==> config.mk <==
export PLATFORM = sky130hd
export DESIGN_NAME = itm_timer
export DESIGN_NICKNAME = d
export VERILOG_FILES = /design/src/verilog/itm_dcnt.v /design/src/verilog/itm_timer.v
export VERILOG_INCLUDE_DIRS = /design/src /design/src/verilog
export SDC_FILE = /design/constraint.sdc
export NUM_CORES = 1
export LEC_CHECK = 0
export ABC_AREA = 0
export BUFFER_PORTS_ARGS = -buffer_cell sky130_fd_sc_hd__buf_2
export CORE_MARGIN = 5
export CORE_UTILIZATION = 52
export DETAILED_ROUTE_END_ITERATION = 12
export PLACE_DENSITY = 0.65
export SLEW_MARGIN = 20
export SYNTH_ARGS = -nofsm -noshare
export SYNTH_HDL_FRONTEND = slang
export SYNTH_HIERARCHICAL = 1
export SYNTH_SLANG_ARGS = --single-unit
==> constraint.sdc <==
create_clock -name CLK_SYS -period 10.6 [get_ports CLK_SYS]
set_input_delay 0.53 -clock CLK_SYS [delete_from_list [all_inputs] [get_ports CLK_SYS]]
set_output_delay 0.53 -clock CLK_SYS [all_outputs]
set_load 0.05 [all_outputs]
==> src/verilog/itm_timer_regs.vh <==
// register offsets, field layouts and encodings of the interval timer
`ifndef ITM_TIMER_REGS_VH
`define ITM_TIMER_REGS_VH

// port addresses on {PORT_SELECT_HIGH, PORT_SELECT_LOW}
`define ITM_ADDR_CNT0     2'h0
`define ITM_ADDR_CNT1     2'h1
`define ITM_ADDR_CNT2     2'h2
`define ITM_ADDR_CTL      2'h3

// mode command word fields
`define ITM_CW_SEL        7:6
`define ITM_CW_RW         5:4
`define ITM_CW_MODE       3:1
`define ITM_CW_BCD        0
`define ITM_CW_KEEP       5:0
`define ITM_SEL_READBACK  2'h3

// byte formats
`define ITM_RW_LATCH      2'h0
`define ITM_RW_LSB        2'h1
`define ITM_RW_MSB        2'h2
`define ITM_RW_BOTH       2'h3

// count modes
`define ITM_MODE0         3'h0
`define ITM_MODE1         3'h1
`define ITM_MODE2         3'h2
`define ITM_MODE3         3'h3
`define ITM_MODE4         3'h4
`define ITM_MODE5         3'h5

// read-back command fields (count and status bits are active low)
`define ITM_RB_NCOUNT     5
`define ITM_RB_NSTATUS    4
`define ITM_RB_CNT0       1

// counter constants and reset values
`define ITM_CNT_ONE       16'h0001
`define ITM_CNT_TWO       16'h0002
`define ITM_CNT_RST       16'h0000
`define ITM_CTL_RST       6'h00
`define ITM_BYTE_ZERO     8'h00
`define ITM_STEP_ONE      2'h1
`define ITM_STEP_TWO      2'h2
`define ITM_BCD_TEN       5'h0A
`define ITM_BCD_DIGITS    4

`endif

==> src/verilog/itm_dcnt.v <==
// sixteen-bit presettable down-counter with binary or decimal stepping
`include "itm_timer_regs.vh"

module itm_dcnt (
   clk,
   rst_n,
   load,
   dec,
   step,
   bcd,
   load_val,
   cnt
);
   input  wire        clk;
   input  wire        rst_n;
   input  wire        load;
   input  wire        dec;
   input  wire [1:0]  step;
   input  wire        bcd;
   input  wire [15:0] load_val;
   output reg  [15:0] cnt;

   wire [15:0] bin_next;
   wire [15:0] bcd_next;
   wire [4:0]  borrow;

   // binary step wraps from zero to the top of the range
   // RQ16: zero is full range
   assign bin_next  = cnt - {14'h0000, step};
   assign borrow[0] = 1'b0;

   // decimal step, one digit per loop pass, borrow rippling upward
   genvar d;
   generate
      for (d = 0; d < `ITM_BCD_DIGITS; d = d + 1) begin : g_digit
         wire [4:0] sub;
         wire [4:0] diff;
         assign sub  = (d == 0) ? {3'h0, step} : {4'h0, borrow[d]};
         assign diff = {1'b0, cnt[d*4 +: 4]} - sub;
         assign borrow[d+1] = diff[4];
         assign bcd_next[d*4 +: 4] = diff[4] ? (diff[3:0] + 4'hA) : diff[3:0];
      end
   endgenerate

   // load wins over a decrement in the same pulse
   always @(posedge clk or negedge rst_n) begin
      if (!rst_n) begin
         cnt <= `ITM_CNT_RST;
      end else if (load) begin
         cnt <= load_val;
      end else if (dec) begin
         cnt <= bcd ? bcd_next : bin_next;
      end
   end
endmodule // itm_dcnt

==> src/verilog/itm_timer.v <==
// three-channel interval timer with byte-wide bus port and six count modes
//
// Summary of operation
// RQ1: host writes a counter's mode word before its count; any counter order works.
// RQ2: host writes counts in the byte format chosen by the mode word.
// RQ3: address 0-2 reads or writes counters, 3 writes mode; others float the bus.
// RQ4: unlatched reads follow byte format; host stops clock or gate for stability.
// RQ5: latch command freezes counter value until read or reprogrammed; counting continues.
// RQ6: second latch command before the first is read is ignored.
// RQ7: in two-byte format the host reads both latched bytes.
// RQ8: read and write byte toggles are kept independent of each other.
// RQ9: read-back latches status: mode word, output level, null-count flag.
// RQ10: repeated status or count latch while still unread is ignored.
// RQ11: read-back with both active-low bits clear latches count and status together.
// RQ12: with both latched, status reads first, then one or two count bytes.
// RQ13: writing a mode word sets the output to that mode's initial level at once.
// RQ14: gate sampled at counter clock rise; level, edge, or both per mode.
// RQ15: count loading and decrements happen on counter clock falling edges.
// RQ16: an initial count of zero acts as the full range, binary or decimal.
// RQ17: modes 0,1,4,5 wrap past zero; modes 2,3 reload at terminal count.
// RQ18: mode 0 output low from setting until terminal count, then high.
// RQ19: in mode 0 the gate pauses counting and never touches the output.
// RQ20: in mode 0 the count loads on the first clock pulse after writing.
// RQ21: mode 0 first byte suspends counting, output low; second byte restarts.
// RQ22: mode 1 output high; trigger loads and drives low; high at terminal count.
// RQ23: single-byte loading clears the other count byte to zero.
// RQ24: status byte is eight bits: output, null count, mode word.
// RQ25: each counter is a sixteen-bit down-counter loaded from a count register.
// RQ26: mode word: select 7:6, format 5:4, mode 3:1, decimal 0.
// RQ27: read-back selects counters in bits 3:1; null set on write, cleared on load.
`include "itm_timer_regs.vh"

module itm_timer (
   CLK_SYS,
   RST_N,
   CS_N,
   RD_N,
   WR_N,
   PORT_SELECT_LOW,
   PORT_SELECT_HIGH,
   DATA_IN,
   DATA_OUT,
   DATA_OE,
   CNT_CLK,
   CNT_GATE,
   CNT_OUT
);
   input  wire       CLK_SYS;
   input  wire       RST_N;
   input  wire       CS_N;
   input  wire       RD_N;
   input  wire       WR_N;
   input  wire       PORT_SELECT_LOW;
   input  wire       PORT_SELECT_HIGH;
   input  wire [7:0] DATA_IN;
   output reg  [7:0] DATA_OUT;
   output reg        DATA_OE;
   input  wire [2:0] CNT_CLK;
   input  wire [2:0] CNT_GATE;
   output wire [2:0] CNT_OUT;

   reg         rst_meta_reg;
   reg         rst_n_reg;
   reg         wr_q_reg;
   reg         rd_q_reg;
   reg  [1:0]  rd_sel_reg;
   wire [1:0]  addr;
   wire        wr_act;
   wire        rd_act;
   wire        wr_start;
   wire        rd_start;
   wire        rd_end;
   wire        cw_wr;
   wire        rb_cmd;
   wire [23:0] rd_bytes;

   // reset released through two flops
   always @(posedge CLK_SYS or negedge RST_N) begin
      if (!RST_N) begin
         rst_meta_reg <= 1'b0;
         rst_n_reg    <= 1'b0;
      end else begin
         rst_meta_reg <= 1'b1;
         rst_n_reg    <= rst_meta_reg;
      end
   end

   // strobe decode; both strobes low or chip deselected does nothing
   assign addr     = {PORT_SELECT_HIGH, PORT_SELECT_LOW};
   assign wr_act   = ~CS_N & ~WR_N & RD_N;
   // RQ3: no read at control
   assign rd_act   = ~CS_N & ~RD_N & WR_N & (addr != `ITM_ADDR_CTL);
   assign wr_start = wr_act & ~wr_q_reg;
   assign rd_start = rd_act & ~rd_q_reg;
   assign rd_end   = rd_q_reg & ~rd_act;
   assign cw_wr    = wr_start & (addr == `ITM_ADDR_CTL);
   assign rb_cmd   = cw_wr & (DATA_IN[`ITM_CW_SEL] == `ITM_SEL_READBACK);

   // read data captured at strobe start, bus driven while strobe lasts
   always @(posedge CLK_SYS or negedge rst_n_reg) begin
      if (!rst_n_reg) begin
         wr_q_reg   <= 1'b0;
         rd_q_reg   <= 1'b0;
         rd_sel_reg <= `ITM_ADDR_CNT0;
         DATA_OUT   <= `ITM_BYTE_ZERO;
         DATA_OE    <= 1'b0;
      end else begin
         wr_q_reg <= wr_act;
         rd_q_reg <= rd_act;
         // RQ3: drive bus on read
         DATA_OE  <= rd_act;
         if (rd_start) begin
            rd_sel_reg <= addr;
            DATA_OUT   <= rd_bytes[addr*8 +: 8];
         end
      end
   end

   genvar g;
   generate
      for (g = 0; g < 3; g = g + 1) begin : g_chan
         reg  [5:0]  ctl_reg;
         reg  [15:0] cr_reg;
         reg  [15:0] ol_reg;
         reg  [7:0]  st_reg;
         reg         latched_reg;
         reg         st_lat_reg;
         reg         wr_msb_reg;
         reg         rd_msb_reg;
         reg         null_reg;
         reg         pend_reg;
         reg         arm_reg;
         reg         run_reg;
         reg         hold_reg;
         reg         done_reg;
         reg         out_reg;
         reg         clk_prev_reg;
         reg         gate_reg;
         reg         trig_reg;
         reg         ld_w;
         reg         dec_w;
         reg  [7:0]  rd_b;
         wire [15:0] cnt;
         wire [2:0]  m;
         wire        fall;
         wire        rise;
         wire        tcr;
         wire        cnt_wr;
         wire        own_cw;
         wire        latch_cmd;
         wire        rb_sel;
         wire [15:0] rd_val;
         wire [7:0]  status;
         wire [15:0] ld_val;

         // modes 6 and 7 behave as 2 and 3
         assign m      = ctl_reg[2] ? {1'b0, ctl_reg[2:1]} : ctl_reg[3:1];
         // RQ15: falling edge acts
         assign fall   = clk_prev_reg & ~CNT_CLK[g];
         assign rise   = ~clk_prev_reg & CNT_CLK[g];
         // RQ17: reload point modes 2,3
         assign tcr    = run_reg & (cnt == ((m == `ITM_MODE3) ? `ITM_CNT_TWO : `ITM_CNT_ONE));
         assign cnt_wr = wr_start & (addr == g);
         // RQ26: mode word fields
         assign own_cw = cw_wr & (DATA_IN[`ITM_CW_SEL] == g);
         assign latch_cmd = own_cw & (DATA_IN[`ITM_CW_RW] == `ITM_RW_LATCH);
         // RQ27: read-back select bits
         assign rb_sel = rb_cmd & DATA_IN[`ITM_RB_CNT0 + g];
         // RQ24: status byte layout
         assign status = {out_reg, null_reg, ctl_reg};
         assign rd_val = latched_reg ? ol_reg : cnt;
         assign ld_val = (m == `ITM_MODE3) ? {cr_reg[15:1], 1'b0} : cr_reg;
         assign CNT_OUT[g] = out_reg;
         assign rd_bytes[g*8 +: 8] = rd_b;

         // RQ25: sixteen-bit down-counter
         itm_dcnt u_dcnt (
            .clk      (CLK_SYS),
            .rst_n    (rst_n_reg),
            .load     (ld_w),
            .dec      (dec_w),
            .step     ((m == `ITM_MODE3) ? `ITM_STEP_TWO : `ITM_STEP_ONE),
            .bcd      (ctl_reg[`ITM_CW_BCD]),
            .load_val (ld_val),
            .cnt      (cnt)
         );

         // load and decrement decisions for this falling edge
         always @* begin
            ld_w  = 1'b0;
            dec_w = 1'b0;
            if (fall) begin
               case (m)
                  `ITM_MODE0, `ITM_MODE4: begin
                     // RQ20: load next pulse
                     if (pend_reg) begin
                        ld_w = 1'b1;
                     end else if (run_reg & gate_reg & ~hold_reg) begin
                        dec_w = 1'b1;
                     end
                  end
                  `ITM_MODE1, `ITM_MODE5: begin
                     // RQ22: trigger loads
                     if (trig_reg & arm_reg) begin
                        ld_w = 1'b1;
                     end else if (run_reg) begin
                        dec_w = 1'b1;
                     end
                  end
                  `ITM_MODE2, `ITM_MODE3: begin
                     if (gate_reg & (trig_reg | (pend_reg & ~run_reg) | tcr)) begin
                        ld_w = 1'b1;
                     end else if (gate_reg & run_reg) begin
                        dec_w = 1'b1;
                     end
                  end
                  default: begin
                     ld_w  = 1'b0;
                     dec_w = 1'b0;
                  end
               endcase
            end
         end

         // read byte selection: status first, then count bytes
         always @* begin
            rd_b = rd_val[7:0];
            // RQ12: status read first
            if (st_lat_reg) begin
               rd_b = st_reg;
            end else if (ctl_reg[`ITM_CW_RW] == `ITM_RW_MSB) begin
               rd_b = rd_val[15:8];
            end else if ((ctl_reg[`ITM_CW_RW] == `ITM_RW_BOTH) & rd_msb_reg) begin
               rd_b = rd_val[15:8];
            end
         end

         // channel state: counter clock events, then read end, then writes
         always @(posedge CLK_SYS or negedge rst_n_reg) begin
            if (!rst_n_reg) begin
               ctl_reg      <= `ITM_CTL_RST;
               cr_reg       <= `ITM_CNT_RST;
               ol_reg       <= `ITM_CNT_RST;
               st_reg       <= `ITM_BYTE_ZERO;
               latched_reg  <= 1'b0;
               st_lat_reg   <= 1'b0;
               wr_msb_reg   <= 1'b0;
               rd_msb_reg   <= 1'b0;
               null_reg     <= 1'b0;
               pend_reg     <= 1'b0;
               arm_reg      <= 1'b0;
               run_reg      <= 1'b0;
               hold_reg     <= 1'b0;
               done_reg     <= 1'b0;
               out_reg      <= 1'b0;
               clk_prev_reg <= 1'b0;
               gate_reg     <= 1'b0;
               trig_reg     <= 1'b0;
            end else begin
               clk_prev_reg <= CNT_CLK[g];
               // RQ14: gate sampled on rise
               if (rise) begin
                  gate_reg <= CNT_GATE[g];
                  if (CNT_GATE[g] & ~gate_reg) begin
                     trig_reg <= 1'b1;
                  end
               end
               if (fall) begin
                  trig_reg <= 1'b0;
               end
               if (ld_w) begin
                  // RQ27: null cleared on load
                  pend_reg <= 1'b0;
                  null_reg <= 1'b0;
                  run_reg  <= 1'b1;
                  done_reg <= 1'b0;
               end
               // output per mode at falling edge
               if (fall) begin
                  case (m)
                     `ITM_MODE0: begin
                        // RQ19: gate leaves output
                        // RQ18: high at terminal count
                        if (dec_w & (cnt == `ITM_CNT_ONE)) begin
                           out_reg <= 1'b1;
                        end
                     end
                     `ITM_MODE1: begin
                        // RQ22: low on trigger load
                        if (ld_w) begin
                           out_reg <= 1'b0;
                        end else if (dec_w & (cnt == `ITM_CNT_ONE)) begin
                           out_reg <= 1'b1;
                        end
                     end
                     `ITM_MODE2: begin
                        if (ld_w) begin
                           out_reg <= 1'b1;
                        end else if (dec_w) begin
                           out_reg <= (cnt != `ITM_CNT_TWO);
                        end
                     end
                     `ITM_MODE3: begin
                        if (ld_w) begin
                           out_reg <= (tcr & ~trig_reg) ? ~out_reg : 1'b1;
                        end
                     end
                     `ITM_MODE4, `ITM_MODE5: begin
                        if (~out_reg) begin
                           out_reg <= 1'b1;
                        end else if (dec_w & ~done_reg & (cnt == `ITM_CNT_ONE)) begin
                           out_reg  <= 1'b0;
                           done_reg <= 1'b1;
                        end
                     end
                     default: begin
                        out_reg <= out_reg;
                     end
                  endcase
               end
               // gate low forces the output high at once in modes 2 and 3
               if (((m == `ITM_MODE2) | (m == `ITM_MODE3)) & ~CNT_GATE[g]) begin
                  out_reg <= 1'b1;
               end
               // read end steps the read toggle and releases latches
               if (rd_end & (rd_sel_reg == g)) begin
                  if (st_lat_reg) begin
                     st_lat_reg <= 1'b0;
                  end else if ((ctl_reg[`ITM_CW_RW] == `ITM_RW_BOTH) & ~rd_msb_reg) begin
                     // RQ8: read toggle separate
                     rd_msb_reg <= 1'b1;
                  end else begin
                     rd_msb_reg  <= 1'b0;
                     latched_reg <= 1'b0;
                  end
               end
               // count byte writes
               if (cnt_wr) begin
                  case (ctl_reg[`ITM_CW_RW])
                     `ITM_RW_LSB: begin
                        // RQ23: other byte cleared
                        cr_reg <= {`ITM_BYTE_ZERO, DATA_IN};
                     end
                     `ITM_RW_MSB: begin
                        cr_reg <= {DATA_IN, `ITM_BYTE_ZERO};
                     end
                     default: begin
                        if (~wr_msb_reg) begin
                           cr_reg[7:0] <= DATA_IN;
                        end else begin
                           cr_reg[15:8] <= DATA_IN;
                        end
                     end
                  endcase
                  if ((ctl_reg[`ITM_CW_RW] == `ITM_RW_BOTH) & ~wr_msb_reg) begin
                     wr_msb_reg <= 1'b1;
                     // RQ21: first byte suspends
                     if (m == `ITM_MODE0) begin
                        hold_reg <= 1'b1;
                        out_reg  <= 1'b0;
                     end
                  end else begin
                     wr_msb_reg <= 1'b0;
                     hold_reg   <= 1'b0;
                     null_reg   <= 1'b1;
                     arm_reg    <= 1'b1;
                     pend_reg   <= 1'b1;
                     // RQ18: new count, output low
                     if (m == `ITM_MODE0) begin
                        out_reg <= 1'b0;
                        run_reg <= 1'b0;
                     end
                  end
               end
               // RQ5: count latch command
               // RQ6: repeat latch ignored
               // RQ10: repeat ignored
               // RQ11: combined read-back latch
               if ((latch_cmd | (rb_sel & ~DATA_IN[`ITM_RB_NCOUNT])) & ~latched_reg) begin
                  ol_reg      <= cnt;
                  latched_reg <= 1'b1;
               end
               // RQ9: status latch
               if (rb_sel & ~DATA_IN[`ITM_RB_NSTATUS] & ~st_lat_reg) begin
                  st_reg     <= status;
                  st_lat_reg <= 1'b1;
               end
               // mode word programs the channel and drops old latches
               if (own_cw & ~latch_cmd) begin
                  ctl_reg     <= DATA_IN[`ITM_CW_KEEP];
                  // RQ13: initial output level
                  out_reg     <= (DATA_IN[`ITM_CW_MODE] != `ITM_MODE0);
                  null_reg    <= 1'b1;
                  pend_reg    <= 1'b0;
                  arm_reg     <= 1'b0;
                  run_reg     <= 1'b0;
                  hold_reg    <= 1'b0;
                  done_reg    <= 1'b0;
                  latched_reg <= 1'b0;
                  st_lat_reg  <= 1'b0;
                  wr_msb_reg  <= 1'b0;
                  rd_msb_reg  <= 1'b0;
               end
            end
         end
      end
   endgenerate
endmodule // itm_timer

==> results.py <==
metrics = {
    "clock_network": {
        "numCtsBuffers": 28,
        "clk_pin_slew_worst_paths_ps": 60,
        "clock_latency_ps": 540,
        "cts_max_path_buffers": 3,
        "cts_root_buf": "clkbuf_16",
        "cts_resized": 0,
        "cts_tree": "built",
        "clkSinkCount": 242,
        "cts_setup_buffers": 0,
        "htreeDepth": 1,
    },
    "routing": {
        "drt_iter0_drc": 889,
        "firstDrtPassIters": 5,
        "via_per_inst": 5.90,
        "drc_errors": 0,
        "drtAntennaViolNets": 0,
        "wire_per_inst_um": 19.3,
        "drt-total-wl_um": 37200,
        "vias": 11360,
    },
    "logic_synthesis": {
        "synth-main-ff-cell": "dfrtp_1",
        "synth-async-reset-ratio": 1.00,
        "ys_seq_area_frac": 0.410,
        "ys_warn_count": 6,
        "syn_inst": 1551,
        "synth_nets": 1626,
        "synth_cell_type_count": 88,
        "ys_ff_latch": 242,
        "synth-edff-count": 0,
        "synth_area_per_cell_um2": 9.53,
        "syn_area_mm2": 0.0148,
    },
    "global_route": {
        "grt_pass1_wl_um": 60000,
        "antenna_found_initial": 2,
        "grt_pass1_vias": 11034,
        "grt_max_degree": 75,
        "grt_overflow": 0,
        "grt_util_all_layers": 0.235,
    },
    "sta": {
        "worst_hold_slack_ps": 133,
        "worstMarginPinSlew_ps": 1150,
        "skew_ps": 14.4,
        "maxSlewViolCount": 0,
        "setup-tns-final_ps": 0,
        "hold_viol": 0,
        "setup_viol": 0,
        "fmax_mhz": 194,
        "fin_crit_sh": 0.487,
        "rsz0062_at_grt": "no",
        "period_needed_ps": 5160,
        "relSlewSlack": 0.234,
    },
    "flow_run": {
        "drv_cap": 0,
    },
    "power_and_ir_drop": {
        "power_frac_comb": 0.305,
        "p_sw_frac": 0.369,
        "cellLeakagePower_nw": 7.04,
        "p_seq_frac": 0.405,
        "p_per_area_mw_per_mm2": 221,
        "p_switching_mw": 1.31,
        "clkPwrFrac": 0.290,
        "ir_worst_vdd_mv": 0.135,
        "cellInternalPower_mw": 2.23,
    },
    "critical_path": {
        "crit_chain": "nand2_1 -> ha_1 -> inv_1 -> fa_1 -> nor3_1 -> ha_1 -> ha_1 -> nor3b_1 -> ha_1 -> ha_1 -> nor3b_1 -> ha_1 -> nand2b_1 -> xnor2_1 -> ha_1 -> or4b_2 -> a21oi_1 -> a211oi_1 -> o22ai_1",
        "start_kind": "flop",
        "end_kind": "flop",
        "arrival_ps": 5620,
        "cp_slowest_stage_delay_ps": 580,
        "path_class": "flop to flop",
        "path_common_cell": "ha_1",
        "worst_path_max_delay_cell": "or4b_2",
        "worstPathRequired_ps": 11060,
        "cp_max_fo": 11,
    },
    "die": {
        "io_pins": 33,
        "die_h_um": 179,
        "die_x_um": 179,
        "fp-row-count": 61,
        "die-area_mm2": 0.0319,
        "fp.coreArea_mm2": 0.0279,
        "start_util": 0.529,
    },
    "cells_and_area": {
        "final_common_cell": "dfrtp_1",
        "area_delta_synth_final_pct": 8.57,
        "final_core_util": 0.574,
        "diodes": 0,
        "fillers": 2497,
        "final_layout_size_suffix_gt1_frac": 0.152,
        "nNetsFinal": 1602,
        "final_cell_mix": "dfrtp_1 (241), nand2_1 (180), inv_1 (115)",
    },
    "min_path": {
        "hold_class": "primary input to flop",
    },
    "placed_design": {
        "gp_congestion": 0.845,
        "dpl.hpwl_um": 25800,
        "io_buffers": 32,
    },
    "run_status": {
        "status": "complete, no violations",
    },
}
-- worst paths after layout --
check	start	to	slack (ps)	cells past startpoint
max	g_chan[2].ctl_reg[1]	g_chan[2].u_dcnt/cnt[15]	5440	19
min	CNT_CLK[0]	g_chan[0].clk_prev_reg	130	1
max reg2reg	g_chan[2].ctl_reg[1]	g_chan[2].u_dcnt/cnt[15]	5440	19
min reg2reg	rst_meta_reg	rst_n_reg	350	0
max in group asynchronous	rst_n_reg	g_chan[2].u_dcnt/cnt[10]	8280	2
min in group asynchronous	RST_N	rst_n_reg	310	2
-- synthesized netlist by cell type (5+ instances only) --
cell / n / area, um^2
a211o_1: 8 / 70.1
a211oi_1: 15 / 113
a21o_1: 6 / 45.0
a21oi_1: 75 / 375
a221oi_1: 14 / 123
a31oi_1: 7 / 43.8
and3_1: 5 / 31.3
buf_1: 9 / 33.8
buf_2: 17 / 85.1
buf_6: 7 / 78.8
clkbuf_1: 59 / 221
dfrtp_1: 242 / 6060
ha_1: 51 / 638
inv_1: 115 / 432
mux2_2: 61 / 687
mux2_4: 18 / 270
mux2i_1: 32 / 320
mux4_2: 24 / 541
nand2_1: 180 / 676
nand2b_1: 38 / 238
nand3_1: 39 / 195
nand4_1: 9 / 56.3
nor2_1: 88 / 330
nor2b_1: 25 / 156
nor3_1: 42 / 210
nor3b_1: 8 / 60.1
nor4_1: 26 / 163
nor4b_1: 9 / 78.8
o211ai_1: 6 / 45.0
o21a_1: 7 / 52.6
o21ai_0: 100 / 500
o221ai_1: 5 / 43.8
o22ai_1: 9 / 56.3
o31ai_1: 9 / 67.6
or2_2: 11 / 68.8
or3_1: 10 / 62.6
xnor2_1: 29 / 254
xor2_1: 17 / 149
-- critical path: cells and delay by family, from the launching register on --
| kind | cells | cell delay [ps] |
|---|---|---|
| AO/OA/AOI/OAI | 3 | 360 |
| XOR/XNOR | 1 | 170 |
| adder cells (fa/ha/maj) | 8 | 2050 |
| buffers and inverters | 1 | 60 |
| flip-flops | 1 | 500 |
| AND/OR/NAND/NOR | 6 | 1920 |
-- layout make-up --
| cell class | count | area, um^2 | share of cell area |
|---|---|---|---|
| Clock buffer | 39 | 823 | 0.0513 |
| Clock inverter | 12 | 163 | 0.0101 |
| Inverter | 115 | 432 | 0.0269 |
| Multi-Input combinational cell | 1096 | 7840 | 0.489 |
| Sequential cell | 242 | 6060 | 0.378 |
| Tap cell | 378 | 473 | 0.0295 |
| Timing Repair Buffer | 44 | 253 | 0.0158 |
-- metrics by stage --
| stage | total power [mW] | setup slack [ps] | instance area (um^2) | instances |
|---|---|---|---|---|
| 3_5_place_dp | 2.51 | 5520 | 15000 | 1874 |
| 5_1_grt | 3.76 | 5050 | 16000 | 1926 |
| 3_3_place_gp | 2.48 | 5680 | 15000 | 1874 |
| 2_1_floorplan | 2.24 | 3360 | 14800 | 1551 |
| 6_report | 3.54 | 5440 | 16000 | 1926 |
| 4_1_cts | 3.56 | 5490 | 16000 | 1926 |
-- power by group through the flow --
stage / Clock [mW] / Sequential, mW / Combinational [mW]
floorplan: 0 / 1.31 / 0.922
global placement: 0 / 1.44 / 1.05
detailed placement: 0 / 1.44 / 1.07
CTS: 1.05 / 1.43 / 1.08
global route: 1.09 / 1.47 / 1.21
finish: 1.03 / 1.43 / 1.08
-- kinds of logic after synthesis --
group / count (synthesis) / share of synthesized area
AOI/OAI and AO/OA: 324 / 0.142
xor gates and xnor gates: 46 / 0.0273
muxes: 135 / 0.123
DFF: 242 / 0.410
and+or+nand+nor: 536 / 0.189
buffers and inverters: 213 / 0.0611
other: 1 / 0.000254
adders and majority gates: 54 / 0.0473
-- routing by layer --
metal | track usage | up-vias | wire (um)
met1 | 0.341 | 5595 | 17100
met2 | 0.376 | 257 | 17500
met4 | 0.0528 | 4 | 706
li1 | - | 5442 | -
met5 | 0 | - | 21
met3 | 0.0356 | 62 | 1850
-- what timing repair did --
action,in CTS,in global routing
endpoints found under the hold margin,2,0
hold buffers,1,0
setup endpoints to repair,0,0
Note: power is estimated with default switching activity, not from simulation.
